$ cat config.mk
export PLATFORM = sky130hd
export DESIGN_NAME = epi_top
export DESIGN_NICKNAME = d
export VERILOG_FILES = /design/src/logic/epi_pkg.sv /design/src/logic/epi_sync.sv /design/src/logic/epi_vector.sv /design/src/logic/epi_top.sv
export VERILOG_INCLUDE_DIRS = /design/src /design/src/logic
export SDC_FILE = /design/constraint.sdc
export NUM_CORES = 1
export LEC_CHECK = 0
export BUFFER_PORTS_ARGS = -buffer_cell sky130_fd_sc_hd__clkbuf_2
export CAP_MARGIN = 20
export CORE_MARGIN = 3
export CORE_UTILIZATION = 54
export DETAILED_ROUTE_END_ITERATION = 10
export GPL_TIMING_DRIVEN = 0
export PLACE_DENSITY = 0.92
export SLEW_MARGIN = 20
export SYNTH_ARGS = -nofsm -noshare
export SYNTH_HDL_FRONTEND = slang
export SYNTH_SLANG_ARGS = --single-unit
$ cat constraint.sdc
create_clock -name mclk -period 3.45 [get_ports mclk]
set_input_delay 0.1725 -clock mclk [delete_from_list [all_inputs] [get_ports mclk]]
set_output_delay 0.1725 -clock mclk [all_outputs]
set_load 0.01 [all_outputs]
$ cat src/logic/epi_params.svh
`ifndef EPI_PARAMS_SVH
`define EPI_PARAMS_SVH

// register byte offsets
`define EPI_OFF_CONTROL   8'h00
`define EPI_OFF_MASK      8'h04
`define EPI_OFF_FLAG      8'h08
`define EPI_OFF_CHG_LOW   8'h0C
`define EPI_OFF_CHG_HIGH  8'h10

// field positions in interrupt_mask and interrupt_flag_reg
`define EPI_BIT_DED       6
`define EPI_BIT_GRP_HIGH  5
`define EPI_BIT_GRP_LOW   4

// vector program addresses
`define EPI_VEC_RESET     5'h00
`define EPI_VEC_DED       5'h01
`define EPI_VEC_GRP_LOW   5'h02
`define EPI_VEC_GRP_HIGH  5'h03
`define EPI_VEC_PERIPH    4
`define EPI_VEC_COUNT     17
`define EPI_PERIPH_COUNT  13

// pin groups and reset sources
`define EPI_LOW_PINS      8
`define EPI_HIGH_PINS     4
`define EPI_RESET_SRCS    4

// bus answers and reset values
`define EPI_RESP_OKAY     2'h0
`define EPI_RESP_SLVERR   2'h2
`define EPI_MASK_RESET    8'h00

`endif

$ cat src/logic/epi_pkg.sv
`default_nettype none
package epi_pkg;
  // trigger choice of the dedicated pin, in control-field order
  typedef enum logic [1:0] {SENSE_LOW, SENSE_ANY, SENSE_FALL, SENSE_RISE} epi_sense_type;
  // program address of a vector
  typedef logic [4:0] epi_vec_type;
endpackage
`default_nettype wire

$ cat src/logic/epi_sync.sv
`timescale 1ns/1ps
`default_nettype none
module epi_sync #(
  parameter int WIDTH = 13
) (
  input  wire logic             mclk,
  input  wire logic             reset,
  input  wire logic [WIDTH-1:0] asyncIn,
  output logic      [WIDTH-1:0] syncOut
);
  // two flops per pin; the first is seen only by the second
  genvar i;
  generate
    for (i = 0; i < WIDTH; i++) begin : g_bit
      logic stage1;
      always_ff @(posedge mclk) begin
        if (reset) begin
          stage1     <= 1'b1;
          syncOut[i] <= 1'b1;
        end else begin
          stage1     <= asyncIn[i];
          syncOut[i] <= stage1;
        end
      end
    end
  endgenerate
endmodule
`default_nettype wire

$ cat src/logic/epi_vector.sv
`timescale 1ns/1ps
`default_nettype none
module epi_vector #(
  parameter int NUM = 17
) (
  input  wire logic [NUM-1:0]    requests,
  output logic                   anyValid,
  output epi_pkg::epi_vec_type   winner
);
  import epi_pkg::*;
  // scan downward so the lowest address wins
  always_comb begin
    anyValid = 1'b0;
    winner   = '0;
    for (int i = NUM - 1; i >= 0; i--) begin
      if (requests[i]) begin
        anyValid = 1'b1;
        winner   = epi_vec_type'(i);
      end
    end
  end
endmodule
`default_nettype wire

$ cat src/logic/epi_top.sv
// Implementation choices: the AXI4-Lite slave port and the register offsets.
`timescale 1ns/1ps
`include "epi_params.svh"
`default_nettype none
module epi_top (
  input  wire logic                         mclk,
  input  wire logic                         reset,
  // AXI4-Lite slave
  input  wire logic [7:0]                   s_axi_awaddr,
  input  wire logic                         s_axi_awvalid,
  output logic                              s_axi_awready,
  input  wire logic [31:0]                  s_axi_wdata,
  input  wire logic [3:0]                   s_axi_wstrb,
  input  wire logic                         s_axi_wvalid,
  output logic                              s_axi_wready,
  output logic [1:0]                        s_axi_bresp,
  output logic                              s_axi_bvalid,
  input  wire logic                         s_axi_bready,
  input  wire logic [7:0]                   s_axi_araddr,
  input  wire logic                         s_axi_arvalid,
  output logic                              s_axi_arready,
  output logic [31:0]                       s_axi_rdata,
  output logic [1:0]                        s_axi_rresp,
  output logic                              s_axi_rvalid,
  input  wire logic                         s_axi_rready,
  // pins and core
  input  wire logic                         dedicatedIrqPin,
  input  wire logic [11:0]                  pinChangeInputs,
  input  wire logic                         ioClockRun,
  input  wire logic                         globalIntEnable,
  input  wire logic [3:0]                   resetSources,
  input  wire logic [12:0]                  periphIrq,
  input  wire logic                         coreAck,
  output logic                              irqRequest,
  output epi_pkg::epi_vec_type              irqVector,
  output logic                              wakeRequest
);
  import epi_pkg::*;

  // ****************************************
  // register state
  // ****************************************
  epi_sense_type        senseMode;
  logic [2:0]           groupEnable;
  logic [7:0]           changeMaskLow;
  logic [3:0]           changeMaskHigh;
  logic                 dedFlag;
  logic                 grpLowFlag;
  logic                 grpHighFlag;

  // ****************************************
  // bus slave
  // ****************************************
  logic                 awHeld;
  logic                 wHeld;
  logic [7:0]           wAddr;
  logic [31:0]          wData;
  logic                 wByte0;
  wire                  writeFire = awHeld && wHeld && !s_axi_bvalid;
  wire  [7:0]           wAlign    = {wAddr[7:2], 2'b00};
  wire                  wrEn      = writeFire && wByte0;
  wire                  wrCtl     = wrEn && (wAlign == `EPI_OFF_CONTROL);
  wire                  wrMask    = wrEn && (wAlign == `EPI_OFF_MASK);
  wire                  wrFlag    = wrEn && (wAlign == `EPI_OFF_FLAG);
  wire                  wrChgLow  = wrEn && (wAlign == `EPI_OFF_CHG_LOW);
  wire                  wrChgHigh = wrEn && (wAlign == `EPI_OFF_CHG_HIGH);
  wire                  wrHit     = (wAlign == `EPI_OFF_CONTROL) || (wAlign == `EPI_OFF_MASK) ||
                                    (wAlign == `EPI_OFF_FLAG) || (wAlign == `EPI_OFF_CHG_LOW) ||
                                    (wAlign == `EPI_OFF_CHG_HIGH);

  // ready drops while a word waits, so each channel holds at most one
  assign s_axi_awready = !awHeld && !s_axi_bvalid;
  assign s_axi_wready  = !wHeld && !s_axi_bvalid;
  assign s_axi_arready = !s_axi_rvalid;

  // write capture, either channel first
  always_ff @(posedge mclk) begin
    if (reset) begin
      awHeld <= 1'b0;
      wHeld  <= 1'b0;
      wAddr  <= 8'h00;
      wData  <= 32'h0000_0000;
      wByte0 <= 1'b0;
    end else begin
      if (s_axi_awvalid && s_axi_awready) begin
        awHeld <= 1'b1;
        wAddr  <= s_axi_awaddr;
      end else if (writeFire) begin
        awHeld <= 1'b0;
      end
      if (s_axi_wvalid && s_axi_wready) begin
        wHeld  <= 1'b1;
        wData  <= s_axi_wdata;
        wByte0 <= s_axi_wstrb[0];
      end else if (writeFire) begin
        wHeld <= 1'b0;
      end
    end
  end

  // write response; unmapped addresses answer an error
  always_ff @(posedge mclk) begin
    if (reset) begin
      s_axi_bvalid <= 1'b0;
      s_axi_bresp  <= `EPI_RESP_OKAY;
    end else if (writeFire) begin
      s_axi_bvalid <= 1'b1;
      s_axi_bresp  <= wrHit ? `EPI_RESP_OKAY : `EPI_RESP_SLVERR;
    end else if (s_axi_bready) begin
      s_axi_bvalid <= 1'b0;
    end
  end

  // readback; reserved bits stay zero
  logic [7:0]           maskRead;
  logic [7:0]           flagRead;
  always_comb begin
    maskRead = 8'h00;
    flagRead = 8'h00;
    maskRead[`EPI_BIT_DED]      = groupEnable[2];
    maskRead[`EPI_BIT_GRP_HIGH] = groupEnable[1];
    maskRead[`EPI_BIT_GRP_LOW]  = groupEnable[0];
    flagRead[`EPI_BIT_DED]      = dedFlag && (senseMode != SENSE_LOW);
    flagRead[`EPI_BIT_GRP_HIGH] = grpHighFlag;
    flagRead[`EPI_BIT_GRP_LOW]  = grpLowFlag;
  end

  wire  [7:0]           rAlign = {s_axi_araddr[7:2], 2'b00};
  wire                  rHit   = (rAlign == `EPI_OFF_CONTROL) || (rAlign == `EPI_OFF_MASK) ||
                                 (rAlign == `EPI_OFF_FLAG) || (rAlign == `EPI_OFF_CHG_LOW) ||
                                 (rAlign == `EPI_OFF_CHG_HIGH);
  wire  [7:0]           rByte  = (rAlign == `EPI_OFF_CONTROL)  ? {6'h00, senseMode} :
                                 (rAlign == `EPI_OFF_MASK)     ? maskRead :
                                 (rAlign == `EPI_OFF_FLAG)     ? flagRead :
                                 (rAlign == `EPI_OFF_CHG_LOW)  ? changeMaskLow :
                                 (rAlign == `EPI_OFF_CHG_HIGH) ? {4'h0, changeMaskHigh} : 8'h00;

  // read answer one cycle after the address is taken
  always_ff @(posedge mclk) begin
    if (reset) begin
      s_axi_rvalid <= 1'b0;
      s_axi_rdata  <= 32'h0000_0000;
      s_axi_rresp  <= `EPI_RESP_OKAY;
    end else if (s_axi_arvalid && s_axi_arready) begin
      s_axi_rvalid <= 1'b1;
      s_axi_rdata  <= {24'h00_0000, rByte};
      s_axi_rresp  <= rHit ? `EPI_RESP_OKAY : `EPI_RESP_SLVERR;
    end else if (s_axi_rready) begin
      s_axi_rvalid <= 1'b0;
    end
  end

  // ****************************************
  // control registers
  // ****************************************
  always_ff @(posedge mclk) begin
    if (reset) begin
      senseMode      <= SENSE_LOW;
      groupEnable    <= 3'h0;
      changeMaskLow  <= `EPI_MASK_RESET;
      changeMaskHigh <= 4'h0;
    end else begin
      if (wrCtl)
        senseMode <= epi_sense_type'(wData[1:0]);
      if (wrMask)
        groupEnable <= {wData[`EPI_BIT_DED], wData[`EPI_BIT_GRP_HIGH], wData[`EPI_BIT_GRP_LOW]};
      if (wrChgLow)
        changeMaskLow <= wData[7:0];
      if (wrChgHigh)
        changeMaskHigh <= wData[3:0];
    end
  end

  // ****************************************
  // pin sampling and detection
  // ****************************************
  // raw levels are taken whatever the pin direction, so firmware may drive them
  wire  [12:0]          pinRaw = {dedicatedIrqPin, pinChangeInputs};
  logic [12:0]          pinSync;
  logic [12:0]          pinPrev;

  epi_sync #(.WIDTH(13)) u_sync (
    .mclk    (mclk),
    .reset   (reset),
    .asyncIn (pinRaw),
    .syncOut (pinSync)
  );

  // previous sample for edge and toggle compare
  always_ff @(posedge mclk) begin
    if (reset)
      pinPrev <= 13'h1FFF;
    else
      pinPrev <= pinSync;
  end

  wire  [11:0]          toggled = pinSync[11:0] ^ pinPrev[11:0];
  wire                  lowHit  = |(toggled[7:0] & changeMaskLow);
  wire                  highHit = |(toggled[11:8] & changeMaskHigh);
  wire                  dedRise = pinSync[12] && !pinPrev[12];
  wire                  dedFall = !pinSync[12] && pinPrev[12];
  // a stopped I/O clock blinds the edge detector
  wire                  dedHit  = ioClockRun && ((senseMode == SENSE_ANY  && (dedRise || dedFall)) ||
                                                 (senseMode == SENSE_FALL && dedFall) ||
                                                 (senseMode == SENSE_RISE && dedRise));

  // clockless wake path straight from the pins; not a request itself
  assign wakeRequest = (groupEnable[2] && senseMode == SENSE_LOW && !dedicatedIrqPin) ||
                       (groupEnable[0] && |((pinRaw[7:0] ^ pinPrev[7:0]) & changeMaskLow)) ||
                       (groupEnable[1] && |((pinRaw[11:8] ^ pinPrev[11:8]) & changeMaskHigh));

  // ****************************************
  // flags
  // ****************************************
  // a trigger in the clearing cycle wins over the clear
  wire                  clrDed  = (wrFlag && wData[`EPI_BIT_DED]) || (coreAck && irqVector == `EPI_VEC_DED);
  wire                  clrLow  = (wrFlag && wData[`EPI_BIT_GRP_LOW]) ||
                                  (coreAck && irqVector == `EPI_VEC_GRP_LOW);
  wire                  clrHigh = (wrFlag && wData[`EPI_BIT_GRP_HIGH]) ||
                                  (coreAck && irqVector == `EPI_VEC_GRP_HIGH);
  wire                  next_dedFlag  = (senseMode != SENSE_LOW) && (dedHit || (dedFlag && !clrDed));
  wire                  next_lowFlag  = lowHit || (grpLowFlag && !clrLow);
  wire                  next_highFlag = highHit || (grpHighFlag && !clrHigh);

  always_ff @(posedge mclk) begin
    if (reset) begin
      dedFlag     <= 1'b0;
      grpLowFlag  <= 1'b0;
      grpHighFlag <= 1'b0;
    end else begin
      dedFlag     <= next_dedFlag;
      grpLowFlag  <= next_lowFlag;
      grpHighFlag <= next_highFlag;
    end
  end

  // ****************************************
  // vector selection
  // ****************************************
  // level mode requests from the live level, so a level that left early raises nothing
  wire                  dedPending = (senseMode == SENSE_LOW) ? !pinSync[12] : dedFlag;
  wire  [16:0]          requests;
  assign requests[`EPI_VEC_RESET]    = |resetSources;
  assign requests[`EPI_VEC_DED]      = globalIntEnable && groupEnable[2] && dedPending;
  assign requests[`EPI_VEC_GRP_LOW]  = globalIntEnable && groupEnable[0] && grpLowFlag;
  assign requests[`EPI_VEC_GRP_HIGH] = globalIntEnable && groupEnable[1] && grpHighFlag;
  assign requests[16:`EPI_VEC_PERIPH] = {`EPI_PERIPH_COUNT{globalIntEnable}} & periphIrq;

  logic                 anyReq;
  epi_vec_type          winner;

  epi_vector #(.NUM(`EPI_VEC_COUNT)) u_vector (
    .requests (requests),
    .anyValid (anyReq),
    .winner   (winner)
  );

  // registered request toward the core
  always_ff @(posedge mclk) begin
    if (reset) begin
      irqRequest <= 1'b0;
      irqVector  <= `EPI_VEC_RESET;
    end else begin
      irqRequest <= anyReq;
      irqVector  <= winner;
    end
  end
endmodule
`default_nettype wire

==> results.sh, run 1 <==
export IMPL_synthesis_area_per_instance_sq_um=9.53
export IMPL_antenna_found_initial=0
export IMPL_synth_seq_area_share=0.465
export IMPL_fp_row_count=30
export IMPL_post_route_min_period_ps=1810
export IMPL_fin_worst_skew_ps=7.45
export IMPL_ys_ff_latch=94
export IMPL_gr_usage_all_layers=0.224
export IMPL_synthCells=425
export IMPL_ys_flop_type="dfxtp_1"
export IMPL_cts_reportedPaths_clkPinSlew_ps=90
export IMPL_finalHoldViolCount=0
export IMPL_synth_mux_area_frac=0.0874
export IMPL_fin_crit_sh=0.523
export IMPL_route_layer_met1_wl_um=3760
export IMPL_cts_sink_count=94
export IMPL_placement_io_buffers=79
export IMPL_power_per_cell_area_nw_per_um2=457
export IMPL_irDropWorstVdd_v=0.000299
export IMPL_synth_adder_area_share=0.00618
export IMPL_firstDrtPassIters=6
export IMPL_first_global_vias=3302
export IMPL_io_pins=140
export IMPL_area_growth_from_synthesis_to_final_layout_pct=21.2
export IMPL_critical_path_endpoint_type="output pin"
export IMPL_layout_common_cells="dfxtp_1 (94), clkbuf_2 (79), nor2_1 (57)"
export IMPL_criticalPathCategory="flip-flop to output pin"
export IMPL_fin_setup_tns_ps=0
export IMPL_synth_compound_area_frac=0.104
export IMPL_grt_overflow=0
export IMPL_antenna_cells=0
export IMPL_grt_start_max_net_pins=16
export IMPL_die_area_sq_um=8580
export IMPL_maxSlewHeadroom=0.628
export IMPL_max_layer_used="met4"
export IMPL_synth_enable_flop_cells=0
export IMPL_drt_antenna_violating_nets=0
export IMPL_dp_final_hpwl_um=7100
export IMPL_num_nets_final=635
export IMPL_cts_repair_resize_count=0
export IMPL_post_synth_and_or_nand_nor_area_fraction=0.211
export IMPL_ctsRootBufferMaster="clkbuf_8"
export IMPL_max_clock_freq_ghz=0.554
export IMPL_finalSetupViolCount=0
export IMPL_worst_skew_pair_late_latency_ps=360
export IMPL_cts_max_path_buffers=2
export IMPL_number_of_vias_in_the_routed_layout=3392
export IMPL_initial_core_util=0.577
export IMPL_worst_endpoint_arrival_ps=1630
export IMPL_grt_first_pass_wirelength_um=15100
export IMPL_drt_wl_cell_um=14.8
export IMPL_outcome="finished clean"
export IMPL_synthArstFlopShare=0
export IMPL_ys_types=49
export IMPL_cts_htree_levels=3
export IMPL_critPathMaxFanout=2
export IMPL_dominant_combinational_cell_family_by_area_after_synthesis="simple AND/OR/NAND/NOR gates"
export IMPL_max_slew_worst_pin_slew_ps=550
export IMPL_final_instance_area_sq_um=4910
export IMPL_tritoncts="yes"
export IMPL_drc=0
export IMPL_yosysWarningCount=0
export IMPL_drtIter0Drc=152
export IMPL_power_leakage_nw=2.22
export IMPL_dpl_cell_area_sq_um=4660
export IMPL_rsz0062_at_grt="false"
export IMPL_cp_start_kind="flip-flop"
export IMPL_mostFrequentLayoutCell="dfxtp_1"
export IMPL_min_path_type="primary input to flip-flop"
export IMPL_placeableCoreArea_sq_um=7020
export IMPL_placedCellCount=625
export IMPL_synthesis_area_sq_um=4050
export IMPL_final_layout_size_suffix_gt1_frac=0.315
export IMPL_routed_via_density=5.28
export IMPL_met2WireLength_um=4810
export IMPL_critPathRequiredTime_ps=3280
export IMPL_maxCapViolCount=0
export IMPL_slew_viol_final=0
export IMPL_finalNonFillerCells=642
export IMPL_detail_route_wirelength_um=9480
export IMPL_route_met3_wl_um=621
export IMPL_global_placement_routability_congestion=0.923
export IMPL_die_w_um=92.6
export IMPL_die_height_um=92.6
export IMPL_post_synth_xor_area_fraction=0.0519
export IMPL_numCtsBuffers=9
where the power goes:
group	switching, mW	internal, mW
Clock	0.375	0.480
Sequential	0.0315	1.12
Combinational	0.118	0.113
cells in the mapped netlist, types with 2 or more instances:
library cell	number	area, sq um
o31ai_1	2	15.0
xor2_1	24	210
a21o_1	2	15.0
buf_2	2	10.0
o211ai_1	2	15.0
nor2_1	57	214
nor4b_1	3	26.3
buf_4	26	195
dfxtp_1	94	1880
o21ai_0	4	20.0
a211oi_1	5	37.5
a22o_1	4	35.0
a22oi_1	11	82.6
a31oi_1	4	25.0
mux2i_1	32	320
nand4_1	2	12.5
nand2b_1	4	25.0
and3_1	3	18.8
inv_1	7	26.3
nand3_1	3	15.0
a21oi_1	11	55.1
or2_2	39	244
nor2b_1	4	25.0
nor3_1	6	30.0
nor4_1	3	18.8
mux2_2	3	33.8
o21bai_1	2	15.0
nand2_1	24	90.1
clkbuf_1	15	56.3
ha_1	2	25.0
a221oi_1	7	61.3
state kept, by name (all words and copies together), names as in the netlist, 2 cells and up:
register / flops
u_sync.g_bit.stage1: 13
s_axi_rdata: 8
pinPrev: 13
irqVector: 5
senseMode: 2
u_sync.syncOut: 13
groupEnable: 3
changeMaskLow: 8
wData: 8
wAddr: 6
changeMaskHigh: 4
logic make-up after synthesis:
kind of cell / count (synthesis)
simple gates: 159
xor+xnor: 24
fa+ha+maj: 2
other cells: 1
mux: 35
buf+inv: 51
flops: 94
compound gates: 59
routing by layer:
| metal | global-route usage | up-vias |
|---|---|---|
| met5 | 0 | - |
| met4 | 0.105 | 0 |
| met3 | 0.0544 | 33 |
| met2 | 0.392 | 161 |
| met1 | 0.256 | 1562 |
| li1 | - | 1636 |
cell type report:
class,count,area (sq um)
Sequential cell,94,1880
Tap cell,96,120
Buffer,44,273
Fill cell,546,2110
Timing Repair Buffer,80,405
Inverter,7,26.3
Clock buffer,10,128
Multi-Input combinational cell,305,1960
Clock inverter,6,110
metrics by stage:
step | power (mW) | utilization | setup WS, ps | hold slack (ps)
6_report | 2.24 | 0.699 | 1650 | 25.5
5_1_grt | 2.32 | 0.699 | 1530 | 11.4
4_1_cts | 2.25 | 0.699 | 1630 | 15.9
3_5_place_dp | 1.41 | 0.664 | 1850 | 373
3_3_place_gp | 1.40 | 0.664 | 1890 | 364
2_1_floorplan | 1.32 | - | 1940 | 273
critical path, cell delays in order, from the launching register on:
cell	delay, ps
dfxtp_1	330
xor2_1	160
a22oi_1	190
nand2_1	80
a221o_1	370
clkbuf_2	140
timing repair:
action	CTS	global route
setup buffers	0	0
endpoints found under the setup margin	0	0
hold buffers	1	0
endpoints found under the hold margin	1	0
worst paths after layout:
path	startpoint	endpoint	slack (ps)	depth (start not counted)
max reg2reg	s_axi_bvalid$_SDFFE_PP0P_	dedFlag$_SDFF_PP0_	1810	5
min	pinChangeInputs[6]	u_sync.g_bit[6].stage1$_SDFF_PP1_	30	2
min reg2reg	u_sync.g_bit[0].stage1$_SDFF_PP1_	u_sync.syncOut[0]$_SDFF_PP1_	410	1
max	pinPrev[11]$_SDFF_PP1_	wakeRequest	1650	5
Note: power is estimated with default switching activity, not from simulation.
==> inputs of run 2 (changes only) <==
CORE_UTILIZATION = 45   (was 54)
PLACE_DENSITY = 0.83   (was 0.92)
clock period = 1.54 ns   (was 3.45 ns; I/O delays follow)
==> run 2 against run 1 <==
- power rose by 120%
- sequential cell count did not move
- worst hold slack gained 9.8 ps
- register-to-register slack worse by 1900 ps
- the flow now finishes with violations (setup timing)
- first-iteration DRC count up 38%
- setup slack worse by 1900 ps
- sequential share of layout area shrank 2.8 points
- combinational power grew to 2.6 times the previous value
- final cell count rose by 7.0%
- non-clock buffer count increased by 36
- global-route usage is 3.0 points lower
- via count rose by 0.18%
==> results.sh, run 2 (synthesis results as in run 1) <==
export IMPL_crit_path_top_delay_cell="a221o_1"
export IMPL_die_height_um=101
export IMPL_worst_endpoint_arrival_ps=1680
export IMPL_die_area_sq_um=10200
export IMPL_maxCapViolCount=0
export IMPL_max_stage_delay_ps=370
export IMPL_final_instance_area_sq_um=5330
export IMPL_final_layout_size_suffix_gt1_frac=0.330
export IMPL_critPathRequiredTime_ps=1460
export IMPL_layout_common_cells="dfxtp_1 (85), clkbuf_2 (78), nor2_1 (57)"
export IMPL_finalHoldViolCount=0
export IMPL_grt_first_pass_wirelength_um=15400
export IMPL_path_buf_inv=1
export IMPL_numCtsBuffers=9
export IMPL_fp_row_count=33
export IMPL_maxSlewHeadroom=0.627
export IMPL_rsz0062_at_grt="true"
export IMPL_outcome="finished with violations"
export IMPL_antenna_cells=0
export IMPL_critical_path_endpoint_type="output pin"
export IMPL_tritoncts="yes"
export IMPL_fin_setup_tns_ps=-618
export IMPL_power_per_cell_area_nw_per_um2=944
export IMPL_drt_antenna_violating_nets=0
export IMPL_violations="setup timing"
export IMPL_fill_cells=695
export IMPL_multi_input_area_sq_um=2010
export IMPL_cp_start_kind="flip-flop"
export IMPL_drc=0
export IMPL_finalSetupViolCount=13
export IMPL_fin_crit_sh=1.14
export IMPL_drtIter0Drc=209
export IMPL_antenna_found_initial=0
export IMPL_r2r_slack_ps=-50
export IMPL_die_w_um=101
export IMPL_slew_viol_final=0
export IMPL_critical_path_endpoint="wakeRequest"
export IMPL_firstDrtPassIters=4
export IMPL_dpl_cell_area_sq_um=4670
export IMPL_cts_htree_levels=3
export IMPL_grt_start_max_net_pins=15
export IMPL_crit_reg2reg_capture="changeMaskLow[2]$_SDFFE_PP0P_"
export IMPL_crit_path_cell_trace="xor2_1, a22oi_1, nand4_1, a221o_1, buf_2"
export IMPL_detail_route_wirelength_um=9960
export IMPL_placement_io_buffers=79
export IMPL_setup_ws_ps=-216
export IMPL_max_slew_worst_pin_slew_ps=560
export IMPL_area_growth_from_synthesis_to_final_layout_pct=31.7
export IMPL_drt_wl_cell_um=14.5
export IMPL_mostFrequentLayoutCell="dfxtp_1"
export IMPL_placeableCoreArea_sq_um=8460
export IMPL_cts_reportedPaths_clkPinSlew_ps=80
export IMPL_routed_via_density=4.95
export IMPL_criticalPathCategory="flip-flop to output pin"
export IMPL_grt_overflow=0
export IMPL_first_global_vias=3243
export IMPL_gr_usage_all_layers=0.194
export IMPL_power_leakage_nw=2.39
export IMPL_critical_path_top_delay_family="compound AO/OA/AOI/OAI gates"
export IMPL_cts_sink_count=94
export IMPL_fin_worst_skew_ps=6.54
export IMPL_io_pins=140
export IMPL_worst_path_stages=5
export IMPL_initial_core_util=0.478
export IMPL_dp_final_hpwl_um=7200
export IMPL_reg2reg_depth=6
export IMPL_worst_skew_pair_late_latency_ps=360
export IMPL_crit_path_start="pinPrev[2]$_SDFF_PP1_"
export IMPL_global_placement_routability_congestion=0.924
export IMPL_cts_max_path_buffers=2
export IMPL_crit_reg2reg_launch="wAddr[6]$_SDFFE_PP0P_"
export IMPL_num_nets_final=671
export IMPL_post_route_min_period_ps=1760
export IMPL_max_clock_freq_ghz=0.569
export IMPL_top_regs="pinPrev (13), u_sync.g_bit.stage1 (13), u_sync.syncOut (13)"
export IMPL_min_path_type="primary input to flip-flop"
export IMPL_irDropWorstVdd_v=0.000865
export IMPL_critPathMaxFanout=2
export IMPL_ctsRootBufferMaster="clkbuf_8"
export IMPL_number_of_vias_in_the_routed_layout=3398
export IMPL_seq_area_sq_um=1900
## run 2: cell types whose count changed in the layout (fill, tap and decap cells not counted), sizes merged
cell         previous run  this run
bufinv                  3         2
clkbuf                104       105
dlygate4sd3             1        33
buf                    29        35
clkinvlp                2         0
## run 2: metal layers
| layer | wire (um) | GRT usage | share of wire |
|---|---|---|---|
| met5 | 0 | 0 | 0 |
| met4 | 125 | 0.0497 | 0.013 |
| met3 | 656 | 0.0547 | 0.066 |
| met2 | 5080 | 0.348 | 0.51 |
| met1 | 4100 | 0.225 | 0.41 |
## run 2: layout make-up
cell class	instances	area share
sequential	94	0.356
clock inverter	3	0.0122
clock buffer	13	0.0317
timing repair buffer	117	0.143
buffer	43	0.0504
inverter	7	0.00493
tap	105	0.0246
multi-input combinational	305	0.377
## run 2: power breakdown
part           internal (mW)  leakage, nW  switching, mW
sequential              2.52        0.771         0.0773
clock                   1.05        0.120          0.798
combinational          0.315         1.50          0.280
total                   3.88         2.39           1.15
## run 2: worst min-delay path by stage
stage,slack [ps],endpoint,cells past startpoint,from
floorplan,180,s_axi_rvalid$_SDFFE_PP0P_,1,s_axi_rready
global route,50,irqVector[0]$_SDFF_PP0_,3,periphIrq[0]
CTS,20,irqVector[1]$_SDFF_PP0_,3,periphIrq[1]
finish,40,irqVector[1]$_SDFF_PP0_,3,periphIrq[1]
detailed placement,270,s_axi_rvalid$_SDFFE_PP0P_,2,s_axi_rready
global placement,270,s_axi_rvalid$_SDFFE_PP0P_,2,s_axi_rready
## run 2: worst reg2reg max path: cells and delay by family, from the launching register on
kind | cells | cell delay (ps)
AND/OR/NAND/NOR | 4 | 790
buffers and inverters | 1 | 150
flip-flops | 1 | 360
multiplexers | 1 | 170
## run 2: timing repair
item / CTS / global route
setup buffers: 1 / 4
resized for setup: 10 / 11
pin swaps: 4 / 12
setup endpoints to repair: 17 / 21
hold buffers: 33 / 0
endpoints found under the hold margin: 32 / 0
gates cloned: 0 / 0
## run 2: stage by stage
step | setup WS, ps | hold WS (ps) | power [mW] | cells | util
finish | -216 | 35.3 | 5.04 | 687 | 0.630
detailed placement | -77.0 | 270 | 3.16 | 634 | 0.552
floorplan | 31.5 | 177 | 2.97 | 450 | -
global placement | -23.3 | 268 | 3.13 | 634 | 0.552
global route | -290 | 53.9 | 5.24 | 687 | 0.630
CTS | -189 | 19.6 | 5.05 | 684 | 0.623
==> inputs of run 3 (changes only) <==
ABC_AREA = 1   (was unset)
==> run 3 against run 2 <==
- the run still ends with setup timing left
- sequential share of layout area increased by 0.15 points
- clock skew grew 5.4 ps
- via count increased by 18%
- critical path type is now flip-flop to flip-flop
- largest power group unchanged
- highest routed layer unchanged
==> results.sh, run 3 <==
export IMPL_outcome="finished with violations"
export IMPL_violations="setup timing"
export IMPL_fin_worst_skew_ps=11.9
export IMPL_gr_usage_all_layers=0.212
export IMPL_drt_wl_cell_um=14.1
export IMPL_routed_via_density=5.19
export IMPL_worst_skew_pair_late_latency_ps=360
export IMPL_critPathMaxFanout=5
export IMPL_grt_overflow=0
export IMPL_fin_crit_sh=1.06
export IMPL_synth_seq_area_share=0.467
export IMPL_die_w_um=101
export IMPL_initial_core_util=0.476
export IMPL_final_instance_area_sq_um=5300
export IMPL_cts_max_path_buffers=2
export IMPL_global_placement_routability_congestion=0.911
export IMPL_cts_sink_count=94
export IMPL_ys_types=41
export IMPL_io_pins=140
export IMPL_maxCapViolCount=0
export IMPL_ys_ff_latch=94
export IMPL_rsz0062_at_grt="true"
export IMPL_drt_antenna_violating_nets=0
export IMPL_criticalPathCategory="flip-flop to flip-flop"
export IMPL_slew_viol_final=0
export IMPL_die_height_um=101
export IMPL_critical_path_endpoint_type="flip-flop"
export IMPL_top_regs="pinPrev (13), u_sync.g_bit.stage1 (13), u_sync.syncOut (13)"
export IMPL_numCtsBuffers=9
export IMPL_synth_enable_flop_cells=0
export IMPL_synth_top_cells_by_area="dfxtp_1 (47%), nand2_1 (7.4%), a21oi_1 (7.0%)"
export IMPL_area_growth_from_synthesis_to_final_layout_pct=31.5
export IMPL_tritoncts="yes"
export IMPL_yosysWarningCount=0
export IMPL_max_clock_freq_ghz=0.615
export IMPL_power_leakage_nw=2.42
export IMPL_list_of_most_frequent_post_synthesis_cells="dfxtp_1 (94), nand2_1 (79), a21oi_1 (56), inv_1 (52), o21ai_0 (50)"
export IMPL_layout_common_cells="dfxtp_1 (85), clkbuf_2 (81), nand2_1 (79)"
export IMPL_synth_most_common_cell="dfxtp_1"
export IMPL_grt_start_max_net_pins=15
export IMPL_mostFrequentLayoutCell="dfxtp_1"
export IMPL_drtIter0Drc=357
export IMPL_antenna_cells=0
export IMPL_min_path_type="primary input to flip-flop"
export IMPL_cts_reportedPaths_clkPinSlew_ps=80
export IMPL_drc=0
export IMPL_finalSetupViolCount=13
export IMPL_die_area_sq_um=10100
export IMPL_power_per_cell_area_nw_per_um2=903
export IMPL_irDropWorstVdd_v=0.000599
export IMPL_fp_row_count=33
export IMPL_placeableCoreArea_sq_um=8460
export IMPL_finalHoldViolCount=0
export IMPL_setup_ws_ps=-86.5
export IMPL_cts_htree_levels=3
export IMPL_cp_start_kind="flip-flop"
export IMPL_first_global_vias=3759
export IMPL_ctsRootBufferMaster="clkbuf_8"
export IMPL_antenna_found_initial=0
export IMPL_dp_final_hpwl_um=7730
export IMPL_worst_endpoint_arrival_ps=1850
export IMPL_synthesis_area_sq_um=4030
export IMPL_number_of_vias_in_the_routed_layout=4013
export IMPL_post_synth_top_area_fraction=0.467
export IMPL_firstDrtPassIters=6
export IMPL_synthCells=513
export IMPL_crit_path_start="wAddr[7]$_SDFFE_PP0P_"
export IMPL_grt_first_pass_wirelength_um=17000
export IMPL_ys_flop_type="dfxtp_1"
export IMPL_fill_cells=734
export IMPL_max_slew_worst_pin_slew_ps=628
export IMPL_maxSlewHeadroom=0.581
export IMPL_placement_io_buffers=81
export IMPL_synthArstFlopShare=0
export IMPL_critPathRequiredTime_ps=1760
export IMPL_preCtsSetupSlack_ps=-111
export IMPL_worst_hold_startpoint="s_axi_wdata[1]"
export IMPL_crit_reg2reg_launch="wAddr[7]$_SDFFE_PP0P_"
export IMPL_dpl_cell_area_sq_um=4660
export IMPL_post_route_min_period_ps=1630
export IMPL_num_nets_final=758
export IMPL_synth_largest_area_cell="dfxtp_1"
export IMPL_final_layout_size_suffix_gt1_frac=0.304
export IMPL_detail_route_wirelength_um=10900
export IMPL_synthesis_area_per_instance_sq_um=7.85
==> run 3: worst max-delay path, cell delays in order, from the launching register on <==
cell      delay [ps]
dfxtp_2          330
nor2_1            90
inv_1             40
or2_1            220
or2_4            280
nor2_1           140
nand3_2          130
o221ai_1         190
a21oi_1           90
==> run 3: power by group <==
group,leakage [nW],internal (mW),switching [mW]
sequential,0.771,2.53,0.0507
combinational,1.55,0.280,0.349
clock,0.0952,0.781,0.798
==> run 3: timing repair <==
| action | in CTS | in global routing |
|---|---|---|
| gates resized for setup | 22 | 28 |
| gates cloned | 0 | 0 |
| endpoints found under the setup margin | 19 | 24 |
| hold buffers | 28 | 0 |
| endpoints found under the hold margin | 24 | 0 |
| setup buffers | 4 | 2 |
| pin swaps | 5 | 5 |
==> run 3: kinds of logic after synthesis <==
| family | share of synthesized area |
|---|---|
| compound gates | 0.188 |
| other cells | 0.000931 |
| flops | 0.467 |
| fa+ha+maj | 0.00621 |
| simple gates | 0.210 |
| xor+xnor | 0.0130 |
| buf+inv | 0.114 |
==> run 3: routing by layer <==
metal	track usage	part of all wire
met5	0	0
met4	0.0777	0.034
met3	0.0595	0.090
met2	0.353	0.48
met1	0.262	0.40
==> run 3: path summary, 6_finish.rpt <==
check                                                     end  slack, ps  depth (start not counted)
worst min register to register  u_sync.syncOut[11]$_SDFF_PP1_        410                          1
worst max register to register         grpHighFlag$_SDFF_PP0_        -90                          8
worst max-delay path                   grpHighFlag$_SDFF_PP0_        -90                          8
worst min-delay path                    wData[1]$_SDFFE_PP0P_          6                          3
==> run 3: final cells by class <==
type | instances | area [sq um] | share of cell area
Sequential cell | 94 | 1890 | 0.357
Multi-Input combinational cell | 350 | 1890 | 0.356
Timing Repair Buffer | 115 | 738 | 0.139
Buffer | 41 | 262 | 0.0494
Inverter | 53 | 199 | 0.0376
Clock buffer | 11 | 141 | 0.0267
Tap cell | 105 | 131 | 0.0248
Clock inverter | 4 | 47.5 | 0.00897
==> run 3: per-stage QoR <==
stage | power, mW | TNS, ps | utilization | hold slack [ps] | cells
floorplan | 2.97 | 0 | - | 181 | 538
global placement | 3.14 | -204 | 0.550 | 289 | 724
detailed placement | 3.16 | -744 | 0.550 | 293 | 724
CTS | 4.77 | -635 | 0.614 | 2.23 | 771
global route | 4.99 | -2150 | 0.626 | 6.47 | 773
finish | 4.78 | -526 | 0.626 | 6.44 | 773
